===== src/rtl/clock_synth_pkg.sv =====
package clock_synth_pkg;

	// ------------------------------------------------------------
	// Timing
	// ------------------------------------------------------------
	localparam int CLK_PERIOD_NS = 20;
	localparam int RAMP_STEP_NS = 1000;
	localparam int RAMP_CYCLES = (RAMP_STEP_NS + CLK_PERIOD_NS - 1) / CLK_PERIOD_NS;

	// ------------------------------------------------------------
	// Serial link
	// ------------------------------------------------------------
	localparam logic [7:0] SLAVE_ADDR = 8'hD2;
	localparam logic [3:0] BYTE_BITS = 4'h8;
	localparam logic [3:0] ACK_SLOT = 4'h9;
	localparam logic [3:0] FIRST_DATA_IDX = 4'h6;
	localparam logic [3:0] LAST_DATA_IDX = 4'h9;
	localparam logic [3:0] IDX_SAT = 4'hA;

	// ------------------------------------------------------------
	// Control registers
	// ------------------------------------------------------------
	localparam int NUM_REGS = 4;
	localparam int REG_FREQ = 0;
	localparam int REG_CPU = 1;
	localparam int REG_BUS = 2;
	localparam int REG_REF = 3;
	localparam logic [7:0] FREQ_RST = 8'h02;
	localparam logic [7:0] CPU_RST = 8'h4F;
	localparam logic [7:0] BUS_RST = 8'hFF;
	localparam logic [7:0] REF_RST = 8'h37;
	localparam int CODE_HI = 7;
	localparam int CODE_LO = 4;
	localparam int FSRC_BIT = 3;
	localparam int MODE_HI = 1;
	localparam int MODE_LO = 0;
	localparam int USB_ALT_BIT = 6;
	localparam int PROC_HI = 3;
	localparam int FREE_BUS_BIT = 7;
	localparam int BUS_HI = 6;
	localparam int INTC_HI = 5;
	localparam int INTC_LO = 4;
	localparam int REF_HI = 2;
	localparam logic [1:0] MODE_SS_OFF = 2'h0;
	localparam logic [1:0] MODE_TEST = 2'h1;
	localparam logic [1:0] MODE_SS_ON = 2'h2;
	localparam logic [1:0] MODE_HIZ = 2'h3;

	// ------------------------------------------------------------
	// Synchroniser lanes and frequency words
	// ------------------------------------------------------------
	localparam int SY_SCL = 0;
	localparam int SY_SDA = 1;
	localparam int SY_XTAL = 2;
	localparam int SY_PPROC = 3;
	localparam int SY_PBUS = 4;
	localparam int SY_PUSB = 5;
	localparam int SY_FS_LO = 6;
	localparam int SY_FS_HI = 7;
	localparam int SY_W = 8;
	localparam int CPU_FW = 14;
	localparam int PCI_FW = 13;
	localparam logic [CPU_FW-1:0] CPU_FREQ_RST = 14'h3070;
	localparam logic [PCI_FW-1:0] PCI_FREQ_RST = 13'h1022;

endpackage : clock_synth_pkg


===== src/rtl/freq_table_rom.sv =====
`timescale 1ns/1ps
module freq_table_rom
	import clock_synth_pkg::*;
(
	input wire logic clk_in,
	input wire logic [4:0] addr_in,
	output logic [CPU_FW-1:0] cpu_q_out,
	output logic [PCI_FW-1:0] pci_q_out
);

	// ------------------------------------------------------------
	// Table in 10 kHz units, upper half is spread
	// ------------------------------------------------------------
	logic [CPU_FW+PCI_FW-1:0] word;

	always_comb
	begin
		case (addr_in)
			5'h00: word = {14'h1E78, 13'h0F3C};
			5'h01: word = {14'h1FA4, 13'h0FD2};
			5'h02: word = {14'h2C56, 13'h0EC4};
			5'h03: word = {14'h1A18, 13'h0D0C};
			5'h04: word = {14'h2DB4, 13'h0F3C};
			5'h05: word = {14'h2E4A, 13'h0F6E};
			5'h06: word = {14'h2FA8, 13'h0E92};
			5'h07: word = {14'h2710, 13'h0D02};
			5'h08: word = {14'h3138, 13'h0C4E};
			5'h09: word = {14'h34BC, 13'h0D2F};
			5'h0A: word = {14'h3584, 13'h0D61};
			5'h0B: word = {14'h361A, 13'h0D86};
			5'h0C: word = {14'h3778, 13'h0DDE};
			5'h0D: word = {14'h3840, 13'h0E10};
			5'h0E: word = {14'h3C8C, 13'h0F23};
			5'h0F: word = {14'h3412, 13'h0D02};
			5'h10: word = {14'h3070, 13'h1022};
			5'h11: word = {14'h1D4C, 13'h0EA6};
			5'h12: word = {14'h208A, 13'h1045};
			5'h13: word = {14'h1A18, 13'h0D0C};
			5'h14: word = {14'h2328, 13'h0BB8};
			5'h15: word = {14'h2BC0, 13'h0E92};
			5'h16: word = {14'h251C, 13'h0C5F};
			5'h17: word = {14'h2710, 13'h0D02};
			5'h18: word = {14'h2EE0, 13'h0FA0};
			5'h19: word = {14'h2CEC, 13'h0EF6};
			5'h1A: word = {14'h2AF8, 13'h0E53};
			5'h1B: word = {14'h2904, 13'h0DAC};
			5'h1C: word = {14'h36B0, 13'h0DAC};
			5'h1D: word = {14'h3A98, 13'h0EA6};
			5'h1E: word = {14'h3070, 13'h0C1C};
			default: word = {14'h3412, 13'h0D02};
		endcase
	end

	always_ff @(posedge clk_in)
	begin
		cpu_q_out <= word[CPU_FW+PCI_FW-1:PCI_FW];
		pci_q_out <= word[PCI_FW-1:0];
	end

endmodule : freq_table_rom


===== src/rtl/clock_synth_serial_config.sv =====
// Function
// - Apply data only after matching slave address
// - Bytes seven to ten load registers
// - Bits arrive most significant first
// - Source bit set ramps frequency to serial code; clear holds it
// - Four-bit code indexes frequency table
// - Two mode bits: spread, test, three-state
// - Code plus mode picks one of 32
// - Byte four enables alt and processor clocks
// - Byte five enables bus clocks
// - Byte six enables interrupt and reference clocks
// - Acknowledge every received byte once the slave address matches
// - Data line driven only for acknowledge
// - Data change with clock high is start/stop
// - Transfers framed by start and stop
// - Accept data after start plus address
// - Each bit takes effect at once
// - Early end keeps untouched registers
// - Stop or restart truncates transfer
// - Lines are open drain only
// - Command and count bytes ignored
// - Disabled clocks are driven low
// - Test mode bypasses the PLL
// - Frequency changes ramp smoothly
`timescale 1ns/1ps
module clock_synth_serial_config
	import clock_synth_pkg::*;
(
	input wire logic CLK_SYS_IN,
	input wire logic RST_N_IN,
	input wire logic SERIAL_CLOCK_LINE_IN,
	input wire logic SERIAL_DATA_LINE_IN,
	output logic SERIAL_DATA_LINE_OUT,
	output logic SERIAL_DATA_LINE_OE_OUT,
	input wire logic CRYSTAL_INPUT_IN,
	input wire logic PLL_PROC_IN,
	input wire logic PLL_BUS_IN,
	input wire logic PLL_USB_IN,
	input wire logic [1:0] FREQ_SELECT_PINS_IN,
	output logic [3:0] PROCESSOR_CLOCK_OUTS,
	output logic [6:0] STOPPABLE_BUS_CLOCKS_OUT,
	output logic FREE_BUS_CLOCK_OUT,
	output logic [1:0] INTERRUPT_CTRL_CLOCKS_OUT,
	output logic [2:0] REFERENCE_CLOCK_OUTS,
	output logic USB_ALT_CLOCK_OUT,
	output logic USB_FIXED_CLOCK_OUT,
	output logic CLOCK_OE_OUT,
	output logic FREQ_SOURCE_SELECT_OUT,
	output logic [1:0] FREQ_SELECT_PINS_OUT,
	output logic [1:0] MODE_OUT,
	output logic [CPU_FW-1:0] CPU_FREQ_OUT,
	output logic [PCI_FW-1:0] PCI_FREQ_OUT
);

	typedef enum logic [1:0] {ST_IDLE, ST_RX, ST_ACK, ST_IGNORE} rx_state_e;

	function automatic logic gate(input logic en, input logic src);
		gate = en & src;
	endfunction : gate

	// ------------------------------------------------------------
	// Input synchronisers
	// ------------------------------------------------------------
	logic [SY_W-1:0] raw;
	logic [SY_W-1:0] s1_ff;
	logic [SY_W-1:0] s2_ff;
	logic [SY_W-1:0] s3_ff;
	logic [SY_W-1:0] filt_ff;
	logic [SY_W-1:0] prev_ff;

	assign raw = {FREQ_SELECT_PINS_IN, PLL_USB_IN, PLL_BUS_IN, PLL_PROC_IN,
		CRYSTAL_INPUT_IN, SERIAL_DATA_LINE_IN, SERIAL_CLOCK_LINE_IN};

	always_ff @(posedge CLK_SYS_IN)
	begin
		s1_ff <= raw;
		s2_ff <= s1_ff;
		s3_ff <= s2_ff;
	end

	genvar gi;
	generate
		for (gi = 0; gi < SY_W; gi++)
		begin : g_filt
			always_ff @(posedge CLK_SYS_IN)
			begin
				if (!RST_N_IN)
					filt_ff[gi] <= 1'b1;
				else if (s2_ff[gi] == s3_ff[gi])
					filt_ff[gi] <= s3_ff[gi];
				prev_ff[gi] <= filt_ff[gi];
			end
		end
	endgenerate

	logic scl;
	logic sda;
	logic scl_rise;
	logic scl_fall;
	logic start_det;
	logic stop_det;

	assign scl = filt_ff[SY_SCL];
	assign sda = filt_ff[SY_SDA];
	assign scl_rise = scl & ~prev_ff[SY_SCL];
	assign scl_fall = ~scl & prev_ff[SY_SCL];
	assign start_det = scl & prev_ff[SY_SCL] & prev_ff[SY_SDA] & ~sda;
	assign stop_det = scl & prev_ff[SY_SCL] & ~prev_ff[SY_SDA] & sda;

	// ------------------------------------------------------------
	// Serial receiver
	// ------------------------------------------------------------
	rx_state_e st_ff;
	logic [3:0] bit_cnt_ff;
	logic [3:0] byte_idx_ff;
	logic [7:0] shift_ff;
	logic sda_oe_ff;
	logic sda_out_ff;

	always_ff @(posedge CLK_SYS_IN)
	begin
		if (!RST_N_IN)
		begin
			st_ff <= ST_IDLE;
			bit_cnt_ff <= 4'h0;
			byte_idx_ff <= 4'h0;
			shift_ff <= 8'h00;
			sda_oe_ff <= 1'b0;
		end
		else if (start_det)
		begin
			st_ff <= ST_RX;
			bit_cnt_ff <= 4'h0;
			byte_idx_ff <= 4'h0;
			sda_oe_ff <= 1'b0;
		end
		else if (stop_det)
		begin
			st_ff <= ST_IDLE;
			sda_oe_ff <= 1'b0;
		end
		else
		begin
			case (st_ff)
				ST_RX:
				begin
					if (scl_rise && bit_cnt_ff < BYTE_BITS)
					begin
						shift_ff <= {shift_ff[6:0], sda};
						bit_cnt_ff <= bit_cnt_ff + 4'h1;
					end
					else if (scl_fall && bit_cnt_ff == BYTE_BITS)
					begin
						if (byte_idx_ff == 4'h0 && shift_ff != SLAVE_ADDR)
							st_ff <= ST_IGNORE;
						else
						begin
							st_ff <= ST_ACK;
							sda_oe_ff <= 1'b1;
						end
					end
				end
				ST_ACK:
				begin
					if (scl_rise)
						bit_cnt_ff <= ACK_SLOT;
					else if (scl_fall && bit_cnt_ff == ACK_SLOT)
					begin
						st_ff <= ST_RX;
						sda_oe_ff <= 1'b0;
						bit_cnt_ff <= 4'h0;
						if (byte_idx_ff != IDX_SAT)
							byte_idx_ff <= byte_idx_ff + 4'h1;
					end
				end
				ST_IGNORE:
					sda_oe_ff <= 1'b0;
				default:
					sda_oe_ff <= 1'b0;
			endcase
		end
	end

	always_ff @(posedge CLK_SYS_IN)
	begin
		sda_out_ff <= 1'b0;
	end

	// ------------------------------------------------------------
	// Control registers, written bit by bit
	// ------------------------------------------------------------
	logic [7:0] ctrl_ff [NUM_REGS];
	logic wr_en;
	logic [1:0] wr_sel;
	logic [2:0] wr_bit;

	assign wr_en = (st_ff == ST_RX) && scl_rise && !start_det && !stop_det
		&& bit_cnt_ff < BYTE_BITS && byte_idx_ff >= FIRST_DATA_IDX
		&& byte_idx_ff <= LAST_DATA_IDX;
	assign wr_sel = 2'(byte_idx_ff - FIRST_DATA_IDX);
	assign wr_bit = ~bit_cnt_ff[2:0];

	always_ff @(posedge CLK_SYS_IN)
	begin
		if (!RST_N_IN)
		begin
			ctrl_ff[REG_FREQ] <= FREQ_RST;
			ctrl_ff[REG_CPU] <= CPU_RST;
			ctrl_ff[REG_BUS] <= BUS_RST;
			ctrl_ff[REG_REF] <= REF_RST;
		end
		else if (wr_en)
			ctrl_ff[wr_sel][wr_bit] <= sda;
	end

	logic [1:0] mode;
	logic fsrc;
	logic hiz;
	logic test;

	assign mode = ctrl_ff[REG_FREQ][MODE_HI:MODE_LO];
	assign fsrc = ctrl_ff[REG_FREQ][FSRC_BIT];
	assign hiz = (mode == MODE_HIZ);
	assign test = (mode == MODE_TEST);

	// ------------------------------------------------------------
	// Frequency table and ramp
	// ------------------------------------------------------------
	logic [CPU_FW-1:0] tgt_cpu;
	logic [PCI_FW-1:0] tgt_pci;
	logic [CPU_FW-1:0] cpu_f_ff;
	logic [PCI_FW-1:0] pci_f_ff;
	logic [7:0] ramp_cnt_ff;
	logic ramp_tick;

	freq_table_rom u_rom (
		.clk_in(CLK_SYS_IN),
		.addr_in({mode[MODE_HI], ctrl_ff[REG_FREQ][CODE_HI:CODE_LO]}),
		.cpu_q_out(tgt_cpu),
		.pci_q_out(tgt_pci)
	);

	assign ramp_tick = (ramp_cnt_ff == 8'(RAMP_CYCLES - 1));

	always_ff @(posedge CLK_SYS_IN)
	begin
		if (!RST_N_IN || ramp_tick)
			ramp_cnt_ff <= 8'h00;
		else
			ramp_cnt_ff <= ramp_cnt_ff + 8'h01;
	end

	always_ff @(posedge CLK_SYS_IN)
	begin
		if (!RST_N_IN)
		begin
			cpu_f_ff <= CPU_FREQ_RST;
			pci_f_ff <= PCI_FREQ_RST;
		end
		else if (ramp_tick && fsrc)
		begin
			if (cpu_f_ff < tgt_cpu)
				cpu_f_ff <= cpu_f_ff + 14'h0001;
			else if (cpu_f_ff > tgt_cpu)
				cpu_f_ff <= cpu_f_ff - 14'h0001;
			if (pci_f_ff < tgt_pci)
				pci_f_ff <= pci_f_ff + 13'h0001;
			else if (pci_f_ff > tgt_pci)
				pci_f_ff <= pci_f_ff - 13'h0001;
		end
	end

	// ------------------------------------------------------------
	// Clock sources and output gating
	// ------------------------------------------------------------
	logic [1:0] xdiv_ff;
	logic udiv_ff;
	logic xtal;
	logic proc_src;
	logic bus_src;
	logic u48_src;
	logic u24_src;

	assign xtal = filt_ff[SY_XTAL];

	always_ff @(posedge CLK_SYS_IN)
	begin
		if (!RST_N_IN)
			xdiv_ff <= 2'h0;
		else if (xtal && !prev_ff[SY_XTAL])
			xdiv_ff <= xdiv_ff + 2'h1;
	end

	always_ff @(posedge CLK_SYS_IN)
	begin
		if (!RST_N_IN)
			udiv_ff <= 1'b0;
		else if (filt_ff[SY_PUSB] && !prev_ff[SY_PUSB])
			udiv_ff <= ~udiv_ff;
	end

	assign proc_src = test ? xdiv_ff[0] : filt_ff[SY_PPROC];
	assign bus_src = test ? xdiv_ff[1] : filt_ff[SY_PBUS];
	assign u48_src = test ? xdiv_ff[0] : filt_ff[SY_PUSB];
	assign u24_src = test ? xdiv_ff[1] : udiv_ff;

	always_ff @(posedge CLK_SYS_IN)
	begin
		if (!RST_N_IN)
		begin
			PROCESSOR_CLOCK_OUTS <= 4'h0;
			STOPPABLE_BUS_CLOCKS_OUT <= 7'h00;
			FREE_BUS_CLOCK_OUT <= 1'b0;
			INTERRUPT_CTRL_CLOCKS_OUT <= 2'h0;
			REFERENCE_CLOCK_OUTS <= 3'h0;
			USB_ALT_CLOCK_OUT <= 1'b0;
			USB_FIXED_CLOCK_OUT <= 1'b0;
			CLOCK_OE_OUT <= 1'b1;
		end
		else
		begin
			CLOCK_OE_OUT <= ~hiz;
			for (int i = 0; i <= PROC_HI; i++)
				PROCESSOR_CLOCK_OUTS[i] <= gate(ctrl_ff[REG_CPU][i] & ~hiz, proc_src);
			for (int i = 0; i <= BUS_HI; i++)
				STOPPABLE_BUS_CLOCKS_OUT[i] <= gate(ctrl_ff[REG_BUS][i] & ~hiz, bus_src);
			FREE_BUS_CLOCK_OUT <= gate(ctrl_ff[REG_BUS][FREE_BUS_BIT] & ~hiz, bus_src);
			for (int i = 0; i <= INTC_HI - INTC_LO; i++)
				INTERRUPT_CTRL_CLOCKS_OUT[i] <= gate(ctrl_ff[REG_REF][INTC_LO + i] & ~hiz, xtal);
			for (int i = 0; i <= REF_HI; i++)
				REFERENCE_CLOCK_OUTS[i] <= gate(ctrl_ff[REG_REF][i] & ~hiz, xtal);
			USB_ALT_CLOCK_OUT <= gate(ctrl_ff[REG_CPU][USB_ALT_BIT] & ~hiz, u24_src);
			USB_FIXED_CLOCK_OUT <= gate(~hiz, u48_src);
		end
	end

	always_ff @(posedge CLK_SYS_IN)
	begin
		if (!RST_N_IN)
		begin
			FREQ_SOURCE_SELECT_OUT <= 1'b0;
			FREQ_SELECT_PINS_OUT <= 2'h0;
			MODE_OUT <= MODE_SS_ON;
			CPU_FREQ_OUT <= CPU_FREQ_RST;
			PCI_FREQ_OUT <= PCI_FREQ_RST;
		end
		else
		begin
			FREQ_SOURCE_SELECT_OUT <= fsrc;
			FREQ_SELECT_PINS_OUT <= filt_ff[SY_FS_HI:SY_FS_LO];
			MODE_OUT <= mode;
			CPU_FREQ_OUT <= cpu_f_ff;
			PCI_FREQ_OUT <= pci_f_ff;
		end
	end

	assign SERIAL_DATA_LINE_OUT = sda_out_ff;
	assign SERIAL_DATA_LINE_OE_OUT = sda_oe_ff;
endmodule : clock_synth_serial_config


===== config.mk =====
export PLATFORM = sky130hd
export DESIGN_NAME = clock_synth_serial_config
export DESIGN_NICKNAME = d
export VERILOG_FILES = /design/src/rtl/clock_synth_pkg.sv /design/src/rtl/freq_table_rom.sv /design/src/rtl/clock_synth_serial_config.sv
export SDC_FILE = /design/constraint.sdc
export NUM_CORES = 1
export LEC_CHECK = 0
export ABC_AREA = 1
export BUFFER_PORTS_ARGS = -buffer_cell sky130_fd_sc_hd__buf_4
export CAP_MARGIN = 10
export CORE_MARGIN = 1.5
export CORE_UTILIZATION = 45
export CTS_CLUSTER_DIAMETER = 120
export DETAILED_ROUTE_END_ITERATION = 6
export PLACE_DENSITY = 0.59
export SLEW_MARGIN = 30
export SYNTH_ARGS = -nofsm -noshare
export SYNTH_HDL_FRONTEND = slang
export SYNTH_SLANG_ARGS = --single-unit

===== constraint.sdc =====
create_clock -name CLK_SYS_IN -period 6.1 [get_ports CLK_SYS_IN]
set_input_delay 0.305 -clock CLK_SYS_IN [delete_from_list [all_inputs] [get_ports CLK_SYS_IN]]
set_output_delay 0.305 -clock CLK_SYS_IN [all_outputs]
set_load 0.1 [all_outputs]

==> flow_summary.json, run 1 <==
{
  "reg2regPathDepth": 18,
  "dpl.hpwl_mm": 15.3,
  "worst_r2r_startpoint": "pci_f_ff[12]",
  "drv_slew": 0,
  "vias_per_cell": 4.98,
  "min_period_ps": 3190,
  "setup_viol_count_final": 0,
  "cp_data_required_time_ps": 6420,
  "globalplace.congestion": 0.881,
  "grt_max_degree": 50,
  "critPathArrivalTime_ps": 3510,
  "syn2layout_area_growth_pct": 14.5,
  "synth-main-ff-cell": "sky130_fd_sc_hd__dfxtp_1",
  "tritoncts": "built",
  "hp-start": "RST_N_IN",
  "drcViolationCount": 0,
  "syn-mean-instance-area_sq_um": 7.80,
  "asyncSetResetFlopFracSynth": 0,
  "drtIter0Drc": 479,
  "cellPowerDensity_mw_per_mm2": 268,
  "die_y_um": 147,
  "htree_num_levels": 4,
  "setup_ws_ps": 2910,
  "initial_core_util": 0.461,
  "die-width_um": 147,
  "count_of_yosys_warnings_during_synthesis": 0,
  "postSynthRegisterBits": 196,
  "first_global_vias": 7225,
  "clock_skew_ps": 16.4,
  "die_area_sq_mm": 0.0217,
  "detail-route-antenna-nets": 0,
  "adder_cell_share_of_the_synthesized_area": 0.0978,
  "status": "finished clean",
  "synth.yosys.seq_area_share": 0.446,
  "yosys.area_share.xor_xnor": 0.0178,
  "totalWireLength_mm": 20.7,
  "synth.cell_area_sq_mm": 0.00937,
  "transition_time_at_the_pin_with_the_least_slew_margin_ps": 742,
  "post_cts_resize_count": 0,
  "grt_antenna_before_repair": 0,
  "worst_hold_path_type": "in2reg",
  "critPathKind": "reg2reg",
  "routed_wire_length_per_instance_um": 13.4,
  "synth_simple_gate_area_share": 0.227,
  "cts.clk_slew.worst_paths_ps": 70,
  "cts_root_buffer": "sky130_fd_sc_hd__clkbuf_16",
  "cts_buf_count": 17,
  "worst-path-max-fanout": 16,
  "clock_sinks": 196,
  "max-vdd-ir-drop_v": 0.000187,
  "maxSlewHeadroom": 0.505,
  "finalHoldViolCount": 0,
  "drive_above_1_share": 0.0995,
  "unique_cell_type_count_in_the_yosys_netlist": 54,
  "detail_route.first_pass.iterations": 5,
  "worst_setup_path_end_kind": "flip-flop",
  "start_kind": "flip-flop",
  "synth-compound-area-share": 0.124,
  "synthesis.instances": 1200,
  "grt_usage": 0.200,
  "synthesis.nets": 1282,
  "endpoint_of_the_lowest_slack_register_to_register_path": "pci_f_ff[12]",
  "rrSetupSlack_ps": 2910,
  "fin_crit_sh": 0.523,
  "rsz0062_at_grt": "false",
  "worst_hold_slack_ps": 205,
  "hold_depth": 2,
  "holdBufCountCts": 8,
  "via_count": 7708,
  "synth_enable_flop_cells": 25,
  "layoutNonFillerInstCount": 1547,
  "nets": 1346,
  "yosys-mux-area-fraction": 0,
  "p_leak_nw": 5.31,
  "port-buffer-count": 62,
  "max-clock-path-buffers": 2,
  "floorplan.core_area_sq_mm": 0.0203,
  "end_of_the_worst_hold_path": "pci_f_ff[12]",
  "total_power_mw": 2.88,
  "global_route_wire_length_before_repair_mm": 34.9,
  "insertion_delay_ps": 440,
  "preCtsSetupSlack_ps": 2910,
  "antenna-diode-count": 0,
  "std_cell_rows": 52,
  "cts_setup_buffers": 0,
  "drv.max_cap_violation_count": 0,
  "setup_total_negative_slack_ps": 0,
  "design.portCount": 64,
  "synth_top_family_by_area": "simple AND/OR/NAND/NOR gates",
  "global_route.overflow_total": 0,
  "timing.fmax_mhz": 313,
  "post-place-cells": 1507
}
power breakdown:
part	switching, mW	internal, mW
Clock	0.547	0.548
Combinational	0.271	0.118
Sequential	0.0339	1.36
Total	0.852	2.02
kinds of logic after synthesis:
kind of cell | after synthesis
compound gates | 203
buf+inv | 207
simple gates | 502
other cells | 1
xor+xnor | 19
fa+ha+maj | 72
flops | 196
cell usage in the layout (no fill, tap or decap), types with 7 or more instances in the layout:
cell	count
sky130_fd_sc_hd__nor3_1	17
sky130_fd_sc_hd__o21ai_1	13
sky130_fd_sc_hd__nor2_1	137
sky130_fd_sc_hd__nand2_1	256
sky130_fd_sc_hd__buf_4	65
sky130_fd_sc_hd__a21oi_1	51
sky130_fd_sc_hd__clkbuf_16	17
sky130_fd_sc_hd__xor2_1	13
sky130_fd_sc_hd__dlygate4sd3_1	8
sky130_fd_sc_hd__o21ai_0	86
sky130_fd_sc_hd__nand3_1	53
sky130_fd_sc_hd__ha_1	70
sky130_fd_sc_hd__a31oi_1	9
sky130_fd_sc_hd__a22oi_1	10
sky130_fd_sc_hd__dfxtp_1	171
sky130_fd_sc_hd__edfxtp_1	25
sky130_fd_sc_hd__inv_1	174
sky130_fd_sc_hd__nand4_1	7
layout make-up:
class                           count  area, sq um
Timing Repair Buffer               73          568
Clock buffer                       17          425
Multi-Input combinational cell    797         4380
Fill cell                        1971         9580
Clock inverter                     15          166
Tap cell                          270          338
Inverter                          179          677
Sequential cell                   196         4170
metrics by stage:
stage	area, sq um	util
after floorplan	9370	-
after global placement	10100	0.495
after detailed placement	10100	0.495
after CTS	10700	0.528
after global routing	10700	0.528
final	10700	0.528
routing by layer:
metal | wire length, um | up-vias | track usage | share of wire
li1 | - | 4016 | - | -
met1 | 9440 | 3493 | 0.251 | 0.46
met2 | 10100 | 167 | 0.344 | 0.49
met3 | 720 | 32 | 0.0329 | 0.035
met4 | 429 | 0 | 0.0735 | 0.021
met5 | 0 | - | 0 | 0
state kept, by name, indices dropped and copies added, names as in the netlist, 4 cells and up:
register / cells
CPU_FREQ_OUT: 14
shift_ff: 8
ctrl_ff: 25
u_rom.cpu_q_out: 13
PCI_FREQ_OUT: 13
PROCESSOR_CLOCK_OUTS: 4
pci_f_ff: 13
u_rom.pci_q_out: 13
filt_ff: 5
s3_ff: 8
s1_ff: 8
bit_cnt_ff: 4
cpu_f_ff: 14
s2_ff: 8
byte_idx_ff: 4
STOPPABLE_BUS_CLOCKS_OUT: 7
ramp_cnt_ff: 8
prev_ff: 4
cell usage after synthesis (2+ instances only):
master	number	area, sq um
sky130_fd_sc_hd__edfxtp_1	25	751
sky130_fd_sc_hd__o21ai_0	86	430
sky130_fd_sc_hd__a31oi_1	9	56.3
sky130_fd_sc_hd__ha_1	70	876
sky130_fd_sc_hd__nand2_2	5	31.3
sky130_fd_sc_hd__or2_2	5	31.3
sky130_fd_sc_hd__o31ai_1	2	15.0
sky130_fd_sc_hd__clkbuf_1	17	63.8
sky130_fd_sc_hd__and2_1	3	18.8
sky130_fd_sc_hd__o21bai_1	3	22.5
sky130_fd_sc_hd__nand2_1	256	961
sky130_fd_sc_hd__nor3b_1	3	22.5
sky130_fd_sc_hd__o311ai_0	4	35.0
sky130_fd_sc_hd__inv_1	174	653
sky130_fd_sc_hd__nor2_1	137	514
sky130_fd_sc_hd__a211oi_1	3	22.5
sky130_fd_sc_hd__a21o_1	3	22.5
sky130_fd_sc_hd__xor2_1	13	114
sky130_fd_sc_hd__buf_6	3	33.8
sky130_fd_sc_hd__nor3_1	17	85.1
sky130_fd_sc_hd__o22ai_1	3	18.8
sky130_fd_sc_hd__o211ai_1	4	30.0
sky130_fd_sc_hd__fa_1	2	40.0
sky130_fd_sc_hd__o32ai_1	2	17.5
sky130_fd_sc_hd__nor3_2	6	60.1
sky130_fd_sc_hd__dfxtp_1	171	3420
sky130_fd_sc_hd__buf_2	6	30.0
sky130_fd_sc_hd__xnor2_1	6	52.6
sky130_fd_sc_hd__a22oi_1	10	75.1
sky130_fd_sc_hd__o21ai_2	3	26.3
sky130_fd_sc_hd__nand3_1	53	265
sky130_fd_sc_hd__o21ai_1	13	65.1
sky130_fd_sc_hd__nand4_1	7	43.8
sky130_fd_sc_hd__nor2_4	2	22.5
sky130_fd_sc_hd__a21oi_1	51	255
sky130_fd_sc_hd__inv_2	3	11.3
sky130_fd_sc_hd__nand3b_1	3	22.5
critical path, stage by stage, from the launching register on:
cell,delay [ps]
sky130_fd_sc_hd__dfxtp_1,340
sky130_fd_sc_hd__ha_1,300
sky130_fd_sc_hd__nand2_1,70
sky130_fd_sc_hd__nor2_1,220
sky130_fd_sc_hd__and2_1,160
sky130_fd_sc_hd__nand2_1,50
sky130_fd_sc_hd__nand2_1,460
sky130_fd_sc_hd__inv_1,130
sky130_fd_sc_hd__fa_1,430
sky130_fd_sc_hd__inv_1,90
sky130_fd_sc_hd__nand2_1,70
sky130_fd_sc_hd__nand3_1,120
sky130_fd_sc_hd__nand4_1,100
sky130_fd_sc_hd__nand3_1,110
sky130_fd_sc_hd__nor2_1,60
sky130_fd_sc_hd__nor2_1,170
sky130_fd_sc_hd__nand2_1,60
sky130_fd_sc_hd__nand2_1,70
sky130_fd_sc_hd__nand3_1,50
worst max path at each step:
| stage | cells after the start | start | slack [ps] | to |
|---|---|---|---|---|
| global placement | 19 | u_rom.pci_q_out[12] | 2970 | pci_f_ff[12] |
| floorplan | 19 | u_rom.cpu_q_out[9] | 3450 | cpu_f_ff[11] |
| finish | 18 | pci_f_ff[12] | 2910 | pci_f_ff[12] |
| CTS | 18 | pci_f_ff[12] | 2890 | pci_f_ff[12] |
| global route | 18 | pci_f_ff[12] | 2500 | pci_f_ff[12] |
| detailed placement | 19 | u_rom.pci_q_out[12] | 2910 | pci_f_ff[12] |
No activity file was read; power rests on OpenSTA's default activity.
==> run 2: changes to the inputs <==
- ABC_AREA: 1 -> 0
- PLACE_DENSITY: 0.59 -> 0.62
- clock period: 6.1 -> 2.65 ns (I/O delays scaled with it)
==> run 2 against run 1 <==
Effect of this change:
- the flow now finishes with violations (negative setup slack)
- non-clock buffer count rose by 139
- cell area rose by 17%
- first-iteration DRC count fell by 20%
- clock skew fell by 6.8 ps
- maximum frequency rose by 1.5%
- sequential cell count did not move
- wire length rose by 10%
- register-to-register slack got worse by 3400 ps
- critical path type unchanged
==> flow_summary.json, run 2 <==
{
  "status": "complete, but fails checks",
  "violated_checks": "negative setup slack",
  "biggestRegsByFlops": "ctrl_ff x25, CPU_FREQ_OUT x14, cpu_f_ff x14",
  "end_of_the_worst_hold_path": "sda",
  "synth.yosys.seq_area_share": 0.453,
  "die-width_um": 146,
  "nets": 1285,
  "unique_cell_type_count_in_the_yosys_netlist": 72,
  "floorplan.core_area_sq_mm": 0.0202,
  "setup_viol_count_final": 17,
  "vias_per_cell": 5.28,
  "mostFrequentLayoutCell": "sky130_fd_sc_hd__buf_4",
  "synthesis.nets": 1099,
  "asyncSetResetFlopFracSynth": 0,
  "detail-route-antenna-nets": 0,
  "synthesis.instances": 1017,
  "count_of_yosys_warnings_during_synthesis": 0,
  "grt_max_degree": 41,
  "synth_enable_flop_cells": 25,
  "globalplace.congestion": 0.939,
  "transition_time_at_the_pin_with_the_least_slew_margin_ps": 792,
  "tritoncts": "built",
  "critical_path.cell_chain": "inv_2, ha_4, a21oi_2, o21ai_2, a221oi_4, buf_6, o31ai_4, buf_4, buf_6, ha_2, buf_4, buf_4, a2111oi_4, buf_4, o21ai_4, mux2i_1, nand3_1, o21ai_1",
  "drcViolationCount": 0,
  "synth.cell_area_sq_mm": 0.00922,
  "max-vdd-ir-drop_v": 0.000463,
  "syn2layout_area_growth_pct": 36.5,
  "worst_hold_path_type": "in2reg",
  "worst_setup_path_end_kind": "flip-flop",
  "met3WireLength_um": 858,
  "timing.fmax_mhz": 318,
  "p_leak_nw": 5.16,
  "hp-start": "RST_N_IN",
  "cts.clk_slew.worst_paths_ps": 80,
  "post-place-cells": 1413,
  "worst-path-max-fanout": 3,
  "port-buffer-count": 62,
  "synth_top_cells_by_area": "sky130_fd_sc_hd__dfxtp_1 37%, sky130_fd_sc_hd__ha_1 9.5%, sky130_fd_sc_hd__edfxtp_1 8.1%",
  "cp_data_required_time_ps": 3020,
  "die_y_um": 146,
  "drtIter0Drc": 382,
  "clock_skew_ps": 9.55,
  "initial_core_util": 0.457,
  "antenna-diode-count": 0,
  "die_area_sq_mm": 0.0214,
  "largest_register_ff_count": 25,
  "rsz0062_at_grt": "true",
  "crit_top_cell": "sky130_fd_sc_hd__buf_4",
  "global_route_wire_length_before_repair_mm": 37.1,
  "routed_wire_length_per_instance_um": 15.3,
  "std_cell_rows": 52,
  "final_cell_mix": "187 x sky130_fd_sc_hd__buf_4, 148 x sky130_fd_sc_hd__dfxtp_1, 100 x sky130_fd_sc_hd__nor2_1",
  "maxSlewHeadroom": 0.472,
  "drv_slew": 0,
  "hold_depth": 2,
  "synth_largest_area_cell": "sky130_fd_sc_hd__dfxtp_1",
  "critPathSlowestCell": "sky130_fd_sc_hd__a2111oi_4",
  "critPathKind": "reg2reg",
  "synth.top_cells.by_count": "171 x sky130_fd_sc_hd__dfxtp_1, 104 x sky130_fd_sc_hd__nor2_1, 84 x sky130_fd_sc_hd__a21oi_1",
  "syn-mean-instance-area_sq_um": 9.07,
  "synth-main-ff-cell": "sky130_fd_sc_hd__dfxtp_1",
  "cts_buf_count": 17,
  "start_kind": "flip-flop",
  "dpl.hpwl_mm": 15.1,
  "drive_above_1_share": 0.319,
  "global_route.overflow_total": 0,
  "layoutNonFillerInstCount": 1486,
  "post-synth-top-count-cell": "sky130_fd_sc_hd__dfxtp_1",
  "via_count": 7839,
  "htree_num_levels": 4,
  "postSynthRegisterBits": 196,
  "setup_ws_ps": -492,
  "highest_layer": "met4",
  "routed_length_on_met2_mm": 11.0,
  "rrSetupSlack_ps": -490,
  "clock_sinks": 196,
  "total_power_mw": 7.23,
  "worst_r2r_startpoint": "u_rom.cpu_q_out[9]",
  "cts_root_buffer": "sky130_fd_sc_hd__clkbuf_16",
  "first_global_vias": 7443,
  "endpoint_of_the_lowest_slack_register_to_register_path": "cpu_f_ff[12]",
  "drv.max_cap_violation_count": 0,
  "critPathArrivalTime_ps": 3510,
  "post-synth-top-area-fraction": 0.371,
  "cellPowerDensity_mw_per_mm2": 575,
  "drt-met1-wl_mm": 10.4,
  "totalWireLength_mm": 22.8,
  "finalHoldViolCount": 0,
  "grt_usage": 0.214,
  "detail_route.first_pass.iterations": 6,
  "max_stage_delay_ps": 340,
  "worst_hold_slack_ps": 95.4,
  "reg2regPathDepth": 18,
  "insertion_delay_ps": 440,
  "fin_crit_sh": 1.19,
  "grt_antenna_before_repair": 0,
  "max-clock-path-buffers": 2,
  "min_period_ps": 3140,
  "registers.top_by_ff_count": "ctrl_ff",
  "design.portCount": 64
}
## run 2: worst max path at each step
stage / start / endpoint / slack (ps) / cells after the start
after floorplan: u_rom.pci_q_out[6] / pci_f_ff[12] / -520 / 14
after global placement: u_rom.cpu_q_out[3] / cpu_f_ff[10] / -670 / 14
after detailed placement: u_rom.cpu_q_out[3] / cpu_f_ff[13] / -730 / 14
after CTS: u_rom.cpu_q_out[10] / cpu_f_ff[10] / -490 / 15
after global routing: u_rom.cpu_q_out[9] / cpu_f_ff[12] / -640 / 18
final: u_rom.cpu_q_out[9] / cpu_f_ff[12] / -490 / 18
## run 2: timing repair
action / in CTS / in global routing
hold buffers: 8 / 0
cloned: 1 / 0
buffers inserted: 26 / 16
gates resized for setup: 97 / 52
endpoints found under the hold margin: 8 / 0
endpoints found under the setup margin: 22 / 23
pin swaps: 78 / 70
## run 2: per-stage QoR
stage / setup slack [ps] / util / area, sq um / setup TNS [ps]
after floorplan: -516 / - / 9420 / -5370
after global placement: -671 / 0.540 / 10900 / -7570
after detailed placement: -728 / 0.540 / 10900 / -8000
after CTS: -485 / 0.613 / 12400 / -4600
after global routing: -640 / 0.624 / 12600 / -7460
final: -492 / 0.624 / 12600 / -4380
## run 2: power breakdown
part           switching (mW)  internal (mW)  leakage [nW]
logic                   0.802          0.603          3.21
registers              0.0811           3.14          1.66
clock network            1.28           1.32         0.299
## run 2: cells by family (layout without fill, tap and decap cells)
group,count (synthesis),after routing,share of synthesized area
AO/OA/AOI/OAI,254,255,0.171
buffers and inverters,107,305,0.0455
multiplexers,22,22,0.0267
XOR/XNOR,29,29,0.0275
AND/OR/NAND/NOR,336,336,0.177
flip-flops,196,196,0.453
adder cells (fa/ha/maj),72,72,0.0993
other,1,1,0.000407
## run 2: per-layer routing
metal  GRT usage  vias up
li1            -     3912
met1       0.278     3701
met2       0.359      190
met3      0.0413       36
met4      0.0697        0
met5           0        -
## run 2: cell type report
cell class,count,area [sq um]
fill,1676,7590
clock buffer,18,450
inverter,61,229
clock inverter,14,155
sequential,196,4210
timing repair buffer,212,1700
tap,270,338
multi-input combinational,715,5510
## run 2: critical path: cells and delay by family, from the launching register on
kind	cells	cell delay [ps]
adders and majority gates	2	430
buffers and inverters	7	950
AOI/OAI and AO/OA	7	1110
and+or+nand+nor	1	100
DFF	1	320
muxes	1	170
==> run 3: changes to the inputs <==
- GPL_TIMING_DRIVEN: unset -> 0
==> run 3 against run 2 <==
Effect of this change:
- the run still ends with negative setup slack left
- worst setup slack worse by 80 ps
- clock power is 4% lower
- via count is 2.6% lower
- largest power group unchanged
- register-to-register slack worse by 80 ps
- sequential share of layout area is 2.8 points higher
- count of clock-buffer cells in the layout stayed put
- wire length is 3.4% higher
- combinational power is 12% lower
- clock skew is 2.7 ps higher
- die area stayed put
- non-clock buffer count is 58 lower
==> flow_summary.json, run 3 (synthesized netlist as in run 2, its figures left out) <==
{
  "die_y_um": 146,
  "drt-met1-wl_mm": 10.7,
  "worst-path-max-fanout": 5,
  "setup_viol_count_final": 18,
  "largest_register_ff_count": 25,
  "min_period_ps": 3220,
  "drcViolationCount": 0,
  "die-width_um": 146,
  "cts_buf_count": 17,
  "cts.clk_slew.worst_paths_ps": 70,
  "worst_hold_path_type": "in2reg",
  "routed_length_on_met2_mm": 11.1,
  "drv.max_cap_violation_count": 0,
  "grt_max_degree": 21,
  "detail-route-antenna-nets": 0,
  "vias_per_cell": 5.35,
  "detail_route.first_pass.iterations": 5,
  "fillers": 1804,
  "post-place-cells": 1352,
  "port-buffer-count": 62,
  "critPathArrivalTime_ps": 3550,
  "first_global_vias": 7316,
  "syn2layout_area_growth_pct": 26.8,
  "setup_ws_ps": -572,
  "fin_crit_sh": 1.22,
  "layoutNonFillerInstCount": 1427,
  "initial_core_util": 0.457,
  "worst_hold_slack_ps": 295,
  "worst_setup_path_end_kind": "flip-flop",
  "rrSetupSlack_ps": -570,
  "reg2regPathDepth": 16,
  "met3WireLength_um": 949,
  "antenna-diode-count": 0,
  "violated_checks": "negative setup slack",
  "global_route_wire_length_before_repair_mm": 37.4,
  "hp-start": "RST_N_IN",
  "std_cell_rows": 52,
  "drtIter0Drc": 385,
  "start_kind": "flip-flop",
  "critPathKind": "reg2reg",
  "global_route.overflow_total": 0,
  "crit_end": "cpu_f_ff[13]",
  "insertion_delay_ps": 440,
  "transition_time_at_the_pin_with_the_least_slew_margin_ps": 867,
  "htree_num_levels": 4,
  "tritoncts": "built",
  "status": "complete, but fails checks",
  "dpl.hpwl_mm": 16.1,
  "highest_layer": "met4",
  "maxSlewHeadroom": 0.422,
  "totalWireLength_mm": 23.6,
  "endpoint_of_the_lowest_slack_register_to_register_path": "cpu_f_ff[13]",
  "clock_sinks": 196,
  "nets": 1226,
  "drv_slew": 0,
  "cp_data_required_time_ps": 2980,
  "worst_r2r_startpoint": "u_rom.cpu_q_out[4]",
  "p_leak_nw": 4.68,
  "grt_antenna_before_repair": 0,
  "via_count": 7634,
  "finalHoldViolCount": 0,
  "final_cell_mix": "142 x sky130_fd_sc_hd__dfxtp_1, 102 x sky130_fd_sc_hd__nor2_1, 96 x sky130_fd_sc_hd__buf_4",
  "cellPowerDensity_mw_per_mm2": 594,
  "max-vdd-ir-drop_v": 0.000458,
  "rsz0062_at_grt": "true",
  "timing.fmax_mhz": 310,
  "globalplace.congestion": 0.937,
  "max-clock-path-buffers": 2,
  "startpoint": "u_rom.cpu_q_out[4]",
  "routed_wire_length_per_instance_um": 16.5,
  "registers.top_by_ff_count": "ctrl_ff",
  "grt_usage": 0.222,
  "floorplan.core_area_sq_mm": 0.0202,
  "drive_above_1_share": 0.234,
  "cts_root_buffer": "sky130_fd_sc_hd__clkbuf_16",
  "mostFrequentLayoutCell": "sky130_fd_sc_hd__dfxtp_1",
  "clock_skew_ps": 12.2,
  "biggestRegsByFlops": "ctrl_ff x25, CPU_FREQ_OUT x14, cpu_f_ff x14",
  "die_area_sq_mm": 0.0214,
  "design.portCount": 64
}
run 3: changes by cell type in the layout (fill, tap and decap cells not counted), sizes merged:
cell      change
buf          -96
clkbuf       +38
clkinv        -3
inv           +2
clkinvlp      +1
o31ai         -1
run 3: worst max-delay path, cell delays in order, from the launching register on:
cell	delay, ps
sky130_fd_sc_hd__dfxtp_2	340
sky130_fd_sc_hd__inv_1	70
sky130_fd_sc_hd__ha_4	270
sky130_fd_sc_hd__nand3_2	70
sky130_fd_sc_hd__o221ai_2	180
sky130_fd_sc_hd__a21oi_2	110
sky130_fd_sc_hd__o31ai_4	300
sky130_fd_sc_hd__buf_6	170
sky130_fd_sc_hd__buf_4	140
sky130_fd_sc_hd__ha_4	210
sky130_fd_sc_hd__a21o_1	170
sky130_fd_sc_hd__a21oi_2	200
sky130_fd_sc_hd__a21oi_2	110
sky130_fd_sc_hd__o21ai_2	200
sky130_fd_sc_hd__a2111o_1	200
sky130_fd_sc_hd__o31ai_4	80
sky130_fd_sc_hd__a2111oi_2	320
run 3: layout make-up:
| class | instances | area [sq um] | area share |
|---|---|---|---|
| well taps | 270 | 338 | 0.0289 |
| clock inverters | 14 | 141 | 0.0121 |
| plain buffers | 46 | 194 | 0.0166 |
| clock buffers | 18 | 429 | 0.0367 |
| inverters | 61 | 230 | 0.0197 |
| repair buffers | 108 | 858 | 0.0734 |
| multi-input cells | 714 | 5270 | 0.451 |
| flip-flops and latches | 196 | 4230 | 0.362 |
run 3: layer usage:
layer / track usage / vias up
li1: - / 3802
met1: 0.283 / 3583
met2: 0.369 / 199
met3: 0.0338 / 50
met4: 0.108 / 0
met5: 0 / -
run 3: where the power goes:
part	leakage [nW]	internal, mW	switching, mW
clock	0.279	1.26	1.25
sequential	1.66	3.13	0.0718
combinational	2.74	0.466	0.771
total	4.68	4.85	2.09
run 3: how the worst min path moves through the flow:
| stage | end | cells after the start | slack [ps] |
|---|---|---|---|
| floorplan | s1_ff[0] | 0 | 160 |
| global placement | s1_ff[6] | 1 | 240 |
| detailed placement | s1_ff[0] | 1 | 240 |
| CTS | cpu_f_ff[13] | 4 | 280 |
| global route | s1_ff[3] | 2 | 320 |
| finish | cpu_f_ff[13] | 4 | 290 |
run 3: through the flow:
stage,total power [mW],setup WS [ps],setup TNS [ps],instance area (sq um),util
6_report,6.94,-572,-5430,11700,0.580
5_1_grt,7.25,-724,-8740,11700,0.580
4_1_cts,6.94,-577,-4820,11400,0.565
3_5_place_dp,4.35,-917,-11910,10300,0.508
3_3_place_gp,4.34,-1200,-19860,10200,0.507
2_1_floorplan,4.09,-516,-5370,9420,-
run 3: what timing repair did:
action | CTS | global route
setup endpoints to repair | 32 | 30
gates resized for setup | 71 | 45
hold buffers | 8 | 0
setup buffers | 24 | 11
endpoints found under the hold margin | 8 | 0
pin swaps | 48 | 45
